`config.mk`:
```
export PLATFORM = sky130hd
export DESIGN_NAME = dbssp_port
export DESIGN_NICKNAME = d
export VERILOG_FILES = /design/src/dbssp_pkg.sv /design/src/dbssp_fifo.sv /design/src/dbssp_port.sv
export VERILOG_INCLUDE_DIRS = /design/src
export SDC_FILE = /design/constraint.sdc
export NUM_CORES = 2
export LEC_CHECK = 0
export BUFFER_PORTS_ARGS = -buffer_cell sky130_fd_sc_hd__buf_2
export CAP_MARGIN = 20
export CORE_MARGIN = 2
export CORE_UTILIZATION = 63
export CTS_BUF_LIST = sky130_fd_sc_hd__clkbuf_8
export CTS_CLUSTER_SIZE = 40
export DETAILED_ROUTE_END_ITERATION = 8
export GPL_TIMING_DRIVEN = 0
export PLACE_DENSITY = 0.79
export REMOVE_ABC_BUFFERS = 1
export SLEW_MARGIN = 5
export SYNTH_ARGS = -nofsm -noshare
export SYNTH_HDL_FRONTEND = slang
export SYNTH_HIERARCHICAL = 1
export SYNTH_SLANG_ARGS = --single-unit
```
`constraint.sdc`:
```
create_clock -name clk_i -period 4 [get_ports clk_i]
set_input_delay 1 -clock clk_i [delete_from_list [all_inputs] [get_ports clk_i]]
set_output_delay 1 -clock clk_i [all_outputs]
set_load 0.01 [all_outputs]
```
`src/dbssp_regs.svh`:
```
`ifndef DBSSP_REGS_SVH
`define DBSSP_REGS_SVH
// How it works
// every write burst and every uncut read burst moves exactly four beats; a read burst cut by a latency switch moves three or five
// read and write ports are separate, so both bursts may overlap in time
// read and write commands sit on alternate link rising edges
// link rise captures address, selects, and data plus masks of beats 1, 3
// inverted link rise captures data plus masks of beats 2 and 4
// each mask bit gates its byte lane for its own beat only
// write data starts one cycle after the command; address is held till then
// a write takes two link cycles; a new write before that is ignored
// read beats 1 and 3 leave on inverted edges three and four, 2.5 cycles
// read beats 2 and 4 leave on link rising edges four and five
// a read takes two link cycles; a new read before that is ignored
// complementary echo strobes toggle with every read beat, free running
// output valid flag is high while read data is valid, aligned with echoes
// bypass input low resets the delay loop and selects the shorter latency
// address is ignored on edges where neither select is active
// a read of a word being written returns the newest merged data
`define DBSSP_ADDR_W 4
`define DBSSP_DATA_W 36
`define DBSSP_LANES 4
`define DBSSP_LANE_W 9
`define DBSSP_BURST 4
`define DBSSP_WR_LAT_HALF 2
`define DBSSP_RD_LAT_HALF 5
`define DBSSP_RD_LAT_BYP_HALF 4
`define DBSSP_RD_PIPE 8
`define DBSSP_WR_PIPE 6
`define DBSSP_BUSY_HALF 3
`define DBSSP_FIFO_DEPTH 4
`define DBSSP_DLL_LOCK_EDGES 1024
`define DBSSP_RD_DATA_RST 36'h0_0000_0000
`endif

```
`src/dbssp_pkg.sv`:
```
`include "dbssp_regs.svh"
`default_nettype none
package dbssp_pkg;
  typedef struct packed {
    logic k;
    logic k_n;
    logic rd_sel_n;
    logic wr_sel_n;
    logic dll_bypass_n;
    logic [`DBSSP_ADDR_W-1:0] beat_location;
    logic [`DBSSP_DATA_W-1:0] data;
    logic [`DBSSP_LANES-1:0] mask_n;
  } dbssp_pin_type;

  typedef struct packed {
    logic [`DBSSP_ADDR_W-1:0] loc;
    logic [1:0] beat;
  } dbssp_word_type;

  typedef enum logic {
    DBSSP_LAT_DLL,
    DBSSP_LAT_BYPASS
  } dbssp_lat_type;
endpackage
`default_nettype wire

```
`src/dbssp_fifo.sv`:
```
`default_nettype none
module dbssp_fifo #(
  parameter int WIDTH = 36,
  parameter int DEPTH = 4
) (
  input wire logic clk_i,
  input wire logic rst_b_i,
  input wire logic in_valid_i,
  output logic in_ready_o,
  input wire logic [WIDTH-1:0] in_data_i,
  output logic out_valid_o,
  input wire logic out_ready_i,
  output logic [WIDTH-1:0] out_data_o
);
  localparam int PW = (DEPTH > 1) ? $clog2(DEPTH) : 1;

  logic [WIDTH-1:0] store_q [DEPTH];
  logic [PW-1:0] wr_ptr_q;
  logic [PW-1:0] rd_ptr_q;
  logic [PW:0] cnt_q;
  logic push;
  logic pop;

  assign in_ready_o = (cnt_q != (PW+1)'(DEPTH));
  assign out_valid_o = (cnt_q != '0);
  assign out_data_o = store_q[rd_ptr_q];
  assign push = in_valid_i & in_ready_o;
  assign pop = out_valid_o & out_ready_i;

  always_ff @(posedge clk_i) begin
    if (push) begin
      store_q[wr_ptr_q] <= in_data_i;
    end
  end

  always_ff @(posedge clk_i or negedge rst_b_i) begin
    if (!rst_b_i) begin
      wr_ptr_q <= '0;
      rd_ptr_q <= '0;
    end else begin
      if (push) begin
        wr_ptr_q <= (wr_ptr_q == PW'(DEPTH-1)) ? '0 : wr_ptr_q + 1'b1;
      end
      if (pop) begin
        rd_ptr_q <= (rd_ptr_q == PW'(DEPTH-1)) ? '0 : rd_ptr_q + 1'b1;
      end
    end
  end

  always_ff @(posedge clk_i or negedge rst_b_i) begin
    if (!rst_b_i) begin
      cnt_q <= '0;
    end else if (push && !pop) begin
      cnt_q <= cnt_q + 1'b1;
    end else if (pop && !push) begin
      cnt_q <= cnt_q - 1'b1;
    end
  end
endmodule
`default_nettype wire

```
`src/dbssp_port.sv`:
```
`include "dbssp_regs.svh"
`default_nettype none
module dbssp_port #(
  parameter int FIFO_DEPTH = `DBSSP_FIFO_DEPTH,
  parameter int DLL_LOCK_EDGES = `DBSSP_DLL_LOCK_EDGES
) (
  input wire logic clk_i,
  input wire logic rst_b_i,
  input wire logic k_i,
  input wire logic k_n_i,
  input wire logic rd_sel_n_i,
  input wire logic wr_sel_n_i,
  input wire logic dll_bypass_n_i,
  input wire logic [`DBSSP_ADDR_W-1:0] beat_location_i,
  input wire logic [`DBSSP_DATA_W-1:0] wr_data_i,
  input wire logic [`DBSSP_LANES-1:0] byte_lane_mask_n_i,
  output logic [`DBSSP_DATA_W-1:0] rd_data_o,
  output logic echo_strobe_true_o,
  output logic echo_strobe_compl_o,
  output logic output_valid_flag_o
);
  localparam int AW = `DBSSP_ADDR_W;
  localparam int DW = `DBSSP_DATA_W;
  localparam int LN = `DBSSP_LANES;
  localparam int LW = `DBSSP_LANE_W;
  localparam int WW = AW + 2;
  localparam int RDP = `DBSSP_RD_PIPE;
  localparam int WRP = `DBSSP_WR_PIPE;
  localparam int BL = `DBSSP_BURST;

  // byte lanes with a low mask bit take the new data, others keep the old
  function automatic logic [DW-1:0] lane_merge(
    input logic [DW-1:0] old_w,
    input logic [DW-1:0] new_w,
    input logic [LN-1:0] mask_n
  );
    logic [DW-1:0] res;
    res = old_w;
    for (int l = 0; l < LN; l++) begin
      if (!mask_n[l]) begin
        res[l*LW +: LW] = new_w[l*LW +: LW];
      end
    end
    return res;
  endfunction

  // idle levels for the sync stages: clocks start high so that a pin
  // already high at release is not taken for a rising edge
  localparam dbssp_pkg::dbssp_pin_type PIN_IDLE = '{k: 1'b1, k_n: 1'b1,
    rd_sel_n: 1'b1, wr_sel_n: 1'b1, dll_bypass_n: 1'b0,
    beat_location: '0, data: '0, mask_n: '1};

  dbssp_pkg::dbssp_pin_type pin_raw;
  dbssp_pkg::dbssp_pin_type pin_s1_q;
  dbssp_pkg::dbssp_pin_type pin_s2_q;
  dbssp_pkg::dbssp_lat_type mode_q;
  logic k_prev_q;
  logic kn_prev_q;
  logic k_rise;
  logic kn_rise;
  logic ev;
  logic rd_cmd;
  logic wr_cmd;
  logic [15:0] lock_cnt_q;
  logic dll_locked;
  logic [RDP-1:0] rd_pipe_q;
  logic [AW-1:0] rd_loc_q [RDP];
  logic [WRP-1:0] wr_pipe_q;
  logic [AW-1:0] wr_loc_q [WRP];
  logic [DW-1:0] mem_q [2**WW];
  logic wr_go;
  dbssp_pkg::dbssp_word_type wr_word;
  logic fetch_go;
  dbssp_pkg::dbssp_word_type fetch_word;
  logic out_go;
  logic [DW-1:0] fetch_data;
  logic fetch_pend_q;
  logic [DW-1:0] fetch_hold_q;
  logic fifo_in_ready;
  logic fifo_out_valid;
  logic fifo_out_ready;
  logic [DW-1:0] fifo_out_data;
  logic [DW-1:0] rd_data_q;
  logic echo_true_q;
  logic echo_compl_q;
  logic valid_q;

  // every pin is a foreign-domain input: two flops before any logic
  always_comb begin
    pin_raw.k = k_i;
    pin_raw.k_n = k_n_i;
    pin_raw.rd_sel_n = rd_sel_n_i;
    pin_raw.wr_sel_n = wr_sel_n_i;
    pin_raw.dll_bypass_n = dll_bypass_n_i;
    pin_raw.beat_location = beat_location_i;
    pin_raw.data = wr_data_i;
    pin_raw.mask_n = byte_lane_mask_n_i;
  end

  always_ff @(posedge clk_i or negedge rst_b_i) begin
    if (!rst_b_i) begin
      pin_s1_q <= PIN_IDLE;
      pin_s2_q <= PIN_IDLE;
    end else begin
      pin_s1_q <= pin_raw;
      pin_s2_q <= pin_s1_q;
    end
  end

  // data is synchronised alongside the clocks, so the value seen at the
  // detected edge is the one the far side held around that edge
  always_ff @(posedge clk_i or negedge rst_b_i) begin
    if (!rst_b_i) begin
      k_prev_q <= 1'b1;
      kn_prev_q <= 1'b1;
    end else begin
      k_prev_q <= pin_s2_q.k;
      kn_prev_q <= pin_s2_q.k_n;
    end
  end

  assign k_rise = pin_s2_q.k & ~k_prev_q;
  assign kn_rise = pin_s2_q.k_n & ~kn_prev_q;
  assign ev = k_rise | kn_rise;

  // commands only on the true rising edge; a port still busy ignores one
  assign rd_cmd = k_rise & ~pin_s2_q.rd_sel_n
    & ~(|rd_pipe_q[`DBSSP_BUSY_HALF-1:0]);
  assign wr_cmd = k_rise & ~pin_s2_q.wr_sel_n
    & ~(|wr_pipe_q[`DBSSP_BUSY_HALF-1:0]);

  // bypass low holds the loop in reset; relock is counted in link edges
  always_ff @(posedge clk_i or negedge rst_b_i) begin
    if (!rst_b_i) begin
      lock_cnt_q <= '0;
    end else if (!pin_s2_q.dll_bypass_n) begin
      lock_cnt_q <= '0;
    end else if (k_rise && !dll_locked) begin
      lock_cnt_q <= lock_cnt_q + 16'h0001;
    end
  end

  assign dll_locked = (lock_cnt_q == 16'(DLL_LOCK_EDGES));

  // latency may only change on a true edge, and that edge can fall in the middle of a burst
  always_ff @(posedge clk_i or negedge rst_b_i) begin
    if (!rst_b_i) begin
      mode_q <= dbssp_pkg::DBSSP_LAT_BYPASS;
    end else if (k_rise) begin
      mode_q <= (pin_s2_q.dll_bypass_n && dll_locked)
        ? dbssp_pkg::DBSSP_LAT_DLL
        : dbssp_pkg::DBSSP_LAT_BYPASS;
    end
  end

  // both pipes advance by one per half link cycle
  always_ff @(posedge clk_i or negedge rst_b_i) begin
    if (!rst_b_i) begin
      rd_pipe_q <= '0;
      wr_pipe_q <= '0;
    end else if (ev) begin
      rd_pipe_q <= {rd_pipe_q[RDP-2:0], rd_cmd};
      wr_pipe_q <= {wr_pipe_q[WRP-2:0], wr_cmd};
    end
  end

  // deselected edges leave the first address stage untouched; later stages shift on every event
  always_ff @(posedge clk_i or negedge rst_b_i) begin
    if (!rst_b_i) begin
      rd_loc_q[0] <= '0;
      wr_loc_q[0] <= '0;
    end else begin
      if (rd_cmd) begin
        rd_loc_q[0] <= pin_s2_q.beat_location;
      end
      if (wr_cmd) begin
        wr_loc_q[0] <= pin_s2_q.beat_location;
      end
    end
  end

  for (genvar i = 1; i < RDP; i++) begin : g_rd_loc
    always_ff @(posedge clk_i or negedge rst_b_i) begin
      if (!rst_b_i) begin
        rd_loc_q[i] <= '0;
      end else if (ev) begin
        rd_loc_q[i] <= rd_loc_q[i-1];
      end
    end
  end

  for (genvar i = 1; i < WRP; i++) begin : g_wr_loc
    always_ff @(posedge clk_i or negedge rst_b_i) begin
      if (!rst_b_i) begin
        wr_loc_q[i] <= '0;
      end else if (ev) begin
        wr_loc_q[i] <= wr_loc_q[i-1];
      end
    end
  end

  // write beat j lands on half edge wr_lat + j after its command, so
  // beats 1 and 3 fall on true edges and 2 and 4 on inverted ones
  always_comb begin
    wr_go = 1'b0;
    wr_word = '0;
    for (int j = 0; j < BL; j++) begin
      if (wr_pipe_q[`DBSSP_WR_LAT_HALF - 1 + j]) begin
        wr_go = ev;
        wr_word.loc = wr_loc_q[`DBSSP_WR_LAT_HALF - 1 + j];
        wr_word.beat = 2'(j);
      end
    end
  end

  // read words are fetched one half cycle before they leave
  always_comb begin
    fetch_go = 1'b0;
    fetch_word = '0;
    out_go = 1'b0;
    for (int j = 0; j < BL; j++) begin
      if (mode_q == dbssp_pkg::DBSSP_LAT_DLL) begin
        if (rd_pipe_q[`DBSSP_RD_LAT_HALF - 2 + j]) begin
          fetch_go = ev;
          fetch_word.loc = rd_loc_q[`DBSSP_RD_LAT_HALF - 2 + j];
          fetch_word.beat = 2'(j);
        end
        if (rd_pipe_q[`DBSSP_RD_LAT_HALF - 1 + j]) begin
          out_go = ev;
        end
      end else begin
        if (rd_pipe_q[`DBSSP_RD_LAT_BYP_HALF - 2 + j]) begin
          fetch_go = ev;
          fetch_word.loc = rd_loc_q[`DBSSP_RD_LAT_BYP_HALF - 2 + j];
          fetch_word.beat = 2'(j);
        end
        if (rd_pipe_q[`DBSSP_RD_LAT_BYP_HALF - 1 + j]) begin
          out_go = ev;
        end
      end
    end
  end

  // array storage kept reset-free: it is data, not control
  always_ff @(posedge clk_i) begin
    if (wr_go) begin
      mem_q[wr_word] <= lane_merge(mem_q[wr_word], pin_s2_q.data,
        pin_s2_q.mask_n);
    end
  end

  // a beat written on the same edge as the fetch is forwarded
  always_comb begin
    fetch_data = mem_q[fetch_word];
    if (wr_go && wr_word == fetch_word) begin
      fetch_data = lane_merge(mem_q[fetch_word], pin_s2_q.data,
        pin_s2_q.mask_n);
    end
  end

  // fetched word waits here while the buffer is full
  always_ff @(posedge clk_i or negedge rst_b_i) begin
    if (!rst_b_i) begin
      fetch_pend_q <= 1'b0;
      fetch_hold_q <= '0;
    end else if (fetch_go) begin
      fetch_pend_q <= 1'b1;
      fetch_hold_q <= fetch_data;
    end else if (fifo_in_ready) begin
      fetch_pend_q <= 1'b0;
    end
  end

  assign fifo_out_ready = out_go;

  dbssp_fifo #(
    .WIDTH(DW),
    .DEPTH(FIFO_DEPTH)
  ) u_rd_fifo (
    .clk_i(clk_i),
    .rst_b_i(rst_b_i),
    .in_valid_i(fetch_pend_q),
    .in_ready_o(fifo_in_ready),
    .in_data_i(fetch_hold_q),
    .out_valid_o(fifo_out_valid),
    .out_ready_i(fifo_out_ready),
    .out_data_o(fifo_out_data)
  );

  // read data changes only on half-edge events and then stands
  always_ff @(posedge clk_i or negedge rst_b_i) begin
    if (!rst_b_i) begin
      rd_data_q <= `DBSSP_RD_DATA_RST;
    end else if (out_go && fifo_out_valid) begin
      rd_data_q <= fifo_out_data;
    end
  end

  // valid follows each event so it lines up with the echo edges
  always_ff @(posedge clk_i or negedge rst_b_i) begin
    if (!rst_b_i) begin
      valid_q <= 1'b0;
    end else if (ev) begin
      valid_q <= out_go & fifo_out_valid;
    end
  end

  // echoes run free: high after inverted edges, low after true edges
  always_ff @(posedge clk_i or negedge rst_b_i) begin
    if (!rst_b_i) begin
      echo_true_q <= 1'b0;
      echo_compl_q <= 1'b1;
    end else if (ev) begin
      echo_true_q <= kn_rise;
      echo_compl_q <= k_rise;
    end
  end

  assign rd_data_o = rd_data_q;
  assign echo_strobe_true_o = echo_true_q;
  assign echo_strobe_compl_o = echo_compl_q;
  assign output_valid_flag_o = valid_q;
endmodule
`default_nettype wire

```
## Yosys cells after proc, flatten, opt, wreduce, memory -nomap -nowiden

Memories as Yosys holds them, arrays and structs flattened. A register that Yosys moved wholly into a read port is not among the register bits.
Index checks and enable logic that the tools add are counted.

- Bits in latches: 0
- Memories: 2
- Register bits: 225
- Bits of input ports: 51
- Bits in read-only memories: 0
- Output and inout bits: 39
- Memory bits (writable): 2448

- Reductions and logical operators: 19
- Multiply operators: 0
- Div/mod/pow operators: 0
- Add/subtract/negate cells: 5
- Muxes and demuxes: 69
- Eq/ne operators: 10
- $lt $le $gt $ge: 0
- Bitwise logic cells: 15
- Shift operators: 0

Memories:

| memory | words | bits a word | read ports | clocked after Yosys merged registers in | wr ports | RTL line | RTL |
|---|---|---|---|---|---|---|---|
| mem_q | 64 | 36 | 1 | 0 | 1 | dbssp_port.sv:70 | `logic [DW-1:0] mem_q [2**WW];` |
| u_rd_fifo.store_q | 4 | 36 | 1 | 1 | 1 | dbssp_fifo.sv:17 | `logic [WIDTH-1:0] store_q [DEPTH];` |

Operators by type and width:

| kind | count |
|---|---|
| $mux 9 | 12 |
| $mux 6 | 16 |
| $mux 36 | 1 |
| $mux 1 | 34 |
| $mux 16 | 2 |
| $add 16x1->16 const B | 1 |
| $eq 16x11->1 const B | 1 |
| $and 1x1->1 | 8 |
| $ne 2x2->1 const B | 4 |
| $reduce_and 2->1 | 4 |
| $eq 6x6->1 | 1 |
| $logic_and 1x1->1 | 6 |
| $mux 3 | 2 |
| $not 1->1 | 6 |
| $reduce_or 3->1 | 2 |
| $add 2x1->2 const B | 2 |
| $eq 2x2->1 const B | 2 |
| $logic_not 1->1 | 4 |
| $mux 2 | 2 |
| $reduce_bool 2->1 | 2 |
| $add 3x1->3 const B | 1 |
| $ne 3x3->1 const B | 1 |
| $reduce_bool 3->1 | 1 |
| $sub 3x1->3 const B | 1 |
| 2 further kinds | 2 |

## Longest topological paths before layout

- Word-level depth: 15
- Gate-level depth with buffers: 15

## Modules after synthesis

Netlist, hierarchy kept.

By module, submodules not included:

| module | instances | cells an instance | area each (µm²) |
|---|---|---|---|
| dbssp_port | 1 | 5024 | 98365.6 |
| dbssp_fifo | 1 | 225 | 5642.9 |

## Worst setup path before layout

No wires, ideal clock.

- Kind: reg2reg
- From: register mode_q
- To: register fetch_hold_q[4]
- Period minus slack after synthesis: 2962 ps
- Slack: 1038 ps
- Data arrival time: 2820 ps
- Cell stages (with the launch flop): 13
- Setup time: 142 ps
- Path buffers: 5
- Cell sequence: dfstp_2 -> buf_4 -> nor2b_1 -> a22o_4 -> buf_8 -> buf_6 -> buf_6 -> buf_2 -> mux4_2 -> nand2_1 -> nand3_1 -> nor4_1 -> o221ai_1

- Cells in the longest elaborated chain, start to end: 10
- Elaborated cells on any way between the ends: 25
- Those cells by class: 1 x eq/ne; 22 x mux; 1 x reduce/logical; 1 x memory

RTL lines:

| element | RTL line | RTL |
|---|---|---|
| from (decl) | dbssp_port.sv:56 | `dbssp_pkg::dbssp_lat_type mode_q;` |
| from (signal assigned) | dbssp_port.sv:148 | `mode_q <= dbssp_pkg::DBSSP_LAT_BYPASS;` |
| from (signal assigned) | dbssp_port.sv:150 | `mode_q <= (pin_s2_q.dll_bypass_n && dll_locked)` |
| $mux 6 | dbssp_port.sv:222 | `if (mode_q == dbssp_pkg::DBSSP_LAT_DLL) begin` |
| $mux 6, on equally long branches | dbssp_port.sv:223, dbssp_port.sv:232 |  |
| $mux 6 | dbssp_port.sv:222 |  |
| $mux 6, on equally long branches | dbssp_port.sv:223, dbssp_port.sv:232 |  |
| $mux 6 | dbssp_port.sv:222 |  |
| $mux 6, on equally long branches | dbssp_port.sv:223, dbssp_port.sv:232 |  |
| $mux 6 | dbssp_port.sv:222 |  |
| $mem_v2 64x36 / $eq 6x6->1 (equally long branches) | - |  |
| $mux 9 / $logic_and 1x1->1 (equally long branches) | dbssp_port.sv:40, dbssp_port.sv:255 |  |
| $mux 36 | dbssp_port.sv:255 | `if (wr_go && wr_word == fetch_word) begin` |
| to (signal assigned) | dbssp_port.sv:268 | `fetch_hold_q <= fetch_data;` |
| to (decl) | dbssp_port.sv:78 | `logic [DW-1:0] fetch_hold_q;` |

Parallel ways exist; a longest one is shown, timed or not.
A chain may end at the register's enable or synchronous reset.

## Worst setup path after layout

- From: register wr_pipe_q[4]
- To: memory mem_q[16][4] (netlist bit) (enable)

- Cells in the longest elaborated chain, start to end: 4
- Elaborated cells on any way between the ends: 6
- Those cells by class: 1 x eq/ne; 4 x mux; 1 x reduce/logical

RTL lines:

| element | RTL line | RTL |
|---|---|---|
| from (decl) | dbssp_port.sv:68 | `logic [WRP-1:0] wr_pipe_q;` |
| from (signal assigned) | dbssp_port.sv:163 | `wr_pipe_q <= {wr_pipe_q[WRP-2:0], wr_cmd};` |
| $mux 1 | dbssp_port.sv:208 | `` if (wr_pipe_q[`DBSSP_WR_LAT_HALF - 1 + j]) begin `` |
| $mux 1 | dbssp_port.sv:246 | `if (wr_go) begin` |
| $mux 1 (not written as such) | dbssp_port.sv:247 | `mem_q[wr_word] <= lane_merge(mem_q[wr_word], pin_s2_q.data,` |
| $reduce_and 2->1 (no source line) | - |  |
| to (decl) | dbssp_port.sv:70 |  |

Parallel ways exist; a longest one is shown, timed or not.

==> results.txt <==
- The run finished, with violations left.
- Violated checks: negative setup slack
- Routed wire length: roughly 270000 microns
- Critical path's largest stage delay: about 1000 ps
* Most frequent cells in the layout: edfxtp_1, mux4_2, nand2_1
* Depth of the worst register-to-register path: 4
- Minimum clock period: roughly 4200 ps
* Clock tree from TritonCTS: yes
- Final critical-path setup slack: -240 ps
- Internal power summed over all cells: 50.8 mW
- For this block, the initial DRC count from the detailed router was 9043.
* Beginning of the critical path: wr_pipe_q[4]$_DFFE_PN0N_
- Synth Area per Inst: a little under 20 sq um
- Leakage power: roughly 39 nW
- Clock Latency Late Sink: ~1100 ps
- Min-delay worst type: in -> reg
- Part of the total power dissipated in sequential elements: 0.445
* Crit share post-route: 1.06
- The initial antenna violation count came to 15.
- Highest clock frequency the design can meet: between 200 and 250 MHz
- GR Overflow Total: 0
* Number of sinks handled by clock tree synthesis: between 2000 and 3000
- Once layout is complete, the utilization of the core stands at 0.720.
- Following the worst setup path forward leads to its endpoint at mem_q[16][4]$_DFFE_PP_.
- In this run the power density over the cells is 628 nW/um^2.
- Total number of placement rows: around 150
- STA classifies the critical path startpoint as a flip-flop.
- Number of buffers on the longest clock path: 4
- Max-cap violations in this run came to 0.
* Final antenna-violating net count: 0
- Final hold violation count: 0
- Number of input and output port buffers inserted: between 80 and 90
* Remaining DRCs: 0
- Actual transition at the worst max-transition pin: approximately 1200 ps
* Netlist area before placement: between 100000 and 150000 sq um
- Most frequent standard cell in the layout excluding fill and tap cells: edfxtp_1
- For this design the total switching power over the nets is around 24 mW.
- Floorplan die height: 410 microns
- For this design the top-level I/O count stands at 90.
- Full die area: 168000 sq um
* Number of search-and-repair iterations in the first detailed-routing pass: 8
- Number of synthesis warnings: 6
- In this run the worst path has a maximum fanout of 19.
- The critical path goes through or2_0 -> a211oi_2 -> nand2_1 -> nor2_1.
* Routed wire length per instance: around 33 microns
- Type of element capturing the critical path: flip-flop
* Post-DR vias/cell: 6.88
- In this run the critical register-to-register path is launched from wr_pipe_q[4]$_DFFE_PN0N_.
* WP data required: between 4000 and 5000 ps
* Vias after detailed routing: about 57000
- Final-report max-slew violation count: 0
* Count of flip-flops with a built-in enable after synthesis: approximately 2400
* Sequential share of the synthesized area: 0.770
- Post-DP HPWL: 167000 microns
- CP max stage cell: a211oi_2
- GR Util All Layers: 0.326
- In this run the number of H-tree levels came out at 5.
- Core Box Area: around 160000 sq um
* Pin count of the biggest net entering global routing: 91
- Unrepaired setup endpoints after global routing: yes
- Final setup skew: 88.1 ps
- Of all flip-flops after synthesis, the portion carrying an async set or reset was 0.0963.
* Yosys cell types: 85
* Layout cell share with drive strength beyond 1: 0.305
* Initial core utilization: 0.633
* Arrival time reported for the critical path endpoint: slightly below 5000 ps
* Post-synthesis register bit count: approximately 2700
- The endpoint identified for the worst register-to-register timing path is mem_q[16][4]$_DFFE_PP_.
- Post-synthesis to final-layout area growth: 13.9%
- Share of total power consumed by net switching: 0.317
- The via count of the first global-routing pass is ~56000.
- Synthesis produced a netlist whose cell count is about 5200.
* Dominant synthesized flop cell: edfxtp_1
* Final #Nets: approximately 5800
- Worst-case vdd ir drop: about 0.71 mV
- Of the total power, combinational logic draws 0.271.
- For the final routed database, the setup TNS stands at -36540 ps.
- From left edge to right edge, the die measures roughly 410 microns.
- Clock transition time at the flip-flop clock pins of the worst setup and hold paths: around 60 ps
- Wire length of the first global-routing pass: 390000 microns
* Clock root buffer: clkbuf_8
- The number of clock buffers added by TritonCTS is 422.
- Setup violations remaining at the end of the flow were counted as approximately 470.
- Worst setup path class: reg -> reg
* Share of power burned in the clock network: 0.284
- Routability-driven placement finished with a final weighted congestion of about 0.87.
- FF-to-FF setup slack: -240 ps
- In this run the tightest slew margin relative to its limit is 0.200.
[per-layer routing]
layer  part of all wire  up-vias  global-route usage  wire length, microns
met5            0.00036        -                   0                    97
met4              0.057       14               0.173                 15600
met3               0.14      934              0.0998                 38400
met2               0.47     4537               0.489                127000
met1               0.34    28800               0.438                 91200
li1                   -    22200                   -                     -
[Yosys cell counts, types with 9 or more instances]
cell / n / area share
nand2_1: 477 / 0.017
o22ai_1: 40 / 0.0024
nand3_1: 62 / 0.0030
or3_1: 22 / 0.0013
mux2i_1: 31 / 0.0030
a22oi_1: 35 / 0.0025
nor3_1: 42 / 0.0020
and2_1: 20 / 0.0012
nor2b_1: 12 / 0.00072
nor4b_1: 15 / 0.0013
o211ai_1: 9 / 0.00065
a31oi_1: 10 / 0.00060
dfstp_2: 20 / 0.0051
o21ai_0: 57 / 0.0027
xnor2_1: 16 / 0.0013
nand4_1: 45 / 0.0027
mux4_2: 593 / 0.13
buf_6: 27 / 0.0029
a211oi_1: 9 / 0.00065
nor2_1: 354 / 0.013
a2111oi_0: 11 / 0.00093
and3_1: 12 / 0.00072
buf_2: 87 / 0.0042
buf_4: 50 / 0.0036
clkbuf_1: 113 / 0.0041
edfxtp_1: 2448 / 0.71
mux2_2: 49 / 0.0053
inv_1: 19 / 0.00069
nor4_1: 48 / 0.0029
dfrtp_1: 241 / 0.058
a21oi_1: 100 / 0.0048
or4_1: 32 / 0.0023
[registers in the layout, indices dropped and copies added, names as in the netlist, 2 cells and up]
register	cells
wr_loc_q	20
u_rd_fifo/cnt_q	3
rd_data_o	36
pin_s2_q	49
rd_loc_q	28
lock_cnt_q	16
u_rd_fifo/store_q	144
mem_q	2304
u_rd_fifo/wr_ptr_q	2
pin_s1_q	49
fetch_hold_q	36
rd_pipe_q	8
wr_pipe_q	5
u_rd_fifo/rd_ptr_q	2
[critical path, delay by kind of cell (launching register included)]
kind             cells  cell delay (ps)
AND/OR/NAND/NOR      3             2170
flip-flops           1              720
AO/OA/AOI/OAI        1             1020
[cells by family after synthesis]
group | share of synthesized area
buffers and inverters | 0.0166
adder cells (fa/ha/maj) | 0.00115
multiplexers | 0.137
XOR/XNOR | 0.00160
AO/OA/AOI/OAI | 0.0223
AND/OR/NAND/NOR | 0.0518
flip-flops | 0.770
[cell type report]
| cell class | count | area, sq um |
|---|---|---|
| diodes | 8 | 20.0 |
| clock buffers | 457 | 6290 |
| clock inverters | 284 | 1240 |
| fillers | 8917 | 46000 |
| inverters | 19 | 71.3 |
| multi-input cells | 2236 | 23500 |
| flip-flops and latches | 2709 | 80100 |
| well taps | 2189 | 2740 |
| repair buffers | 318 | 4490 |
[how the worst min path moves through the flow]
stage	start	end	slack (ps)	cells after the start
6_report	wr_data_i[20]	pin_s1_q[24]$_DFF_PN0_	80	1
3_3_place_gp	pin_s1_q[8]$_DFF_PN0_	pin_s2_q[8]$_DFF_PN0_	330	0
5_1_grt	wr_data_i[23]	pin_s1_q[27]$_DFF_PN0_	20	1
2_1_floorplan	pin_s1_q[10]$_DFF_PN0_	pin_s2_q[10]$_DFF_PN0_	330	0
3_5_place_dp	pin_s1_q[19]$_DFF_PN0_	pin_s2_q[19]$_DFF_PN0_	330	0
4_1_cts	wr_data_i[23]	pin_s1_q[27]$_DFF_PN0_	0.4	1
[per-stage QoR]
step	total power, mW	std cells	cell area [sq um]	setup WS, ps	hold WS [ps]
5_1_grt	76.2	8215	118000	-222	24.1
2_1_floorplan	44.4	4960	102000	-12640	331
3_5_place_dp	51.6	7388	109000	-1330	335
3_3_place_gp	48.2	7238	106000	-23960	333
6_report	74.4	8220	118000	-240	82.9
4_1_cts	73.6	8212	118000	-267	0.364
[power groups by stage]
stage	combinational [mW]	clock, mW	sequential, mW
global placement	14.3	0	34.0
global route	20.6	22.4	33.2
detailed placement	18.0	0	33.6
floorplan	10.9	0	33.5
finish	20.2	21.1	33.1
CTS	19.4	21.2	33.1
[what timing repair did]
item,4_1_cts,5_1_grt
pin swaps,10,5
setup endpoints to repair,1934,2044
setup buffers,22,0
resized for setup,199,124
gates cloned,23,0
hold endpoints to repair,122,0
hold buffers,38,0
(Power assumes the default switching activity.)
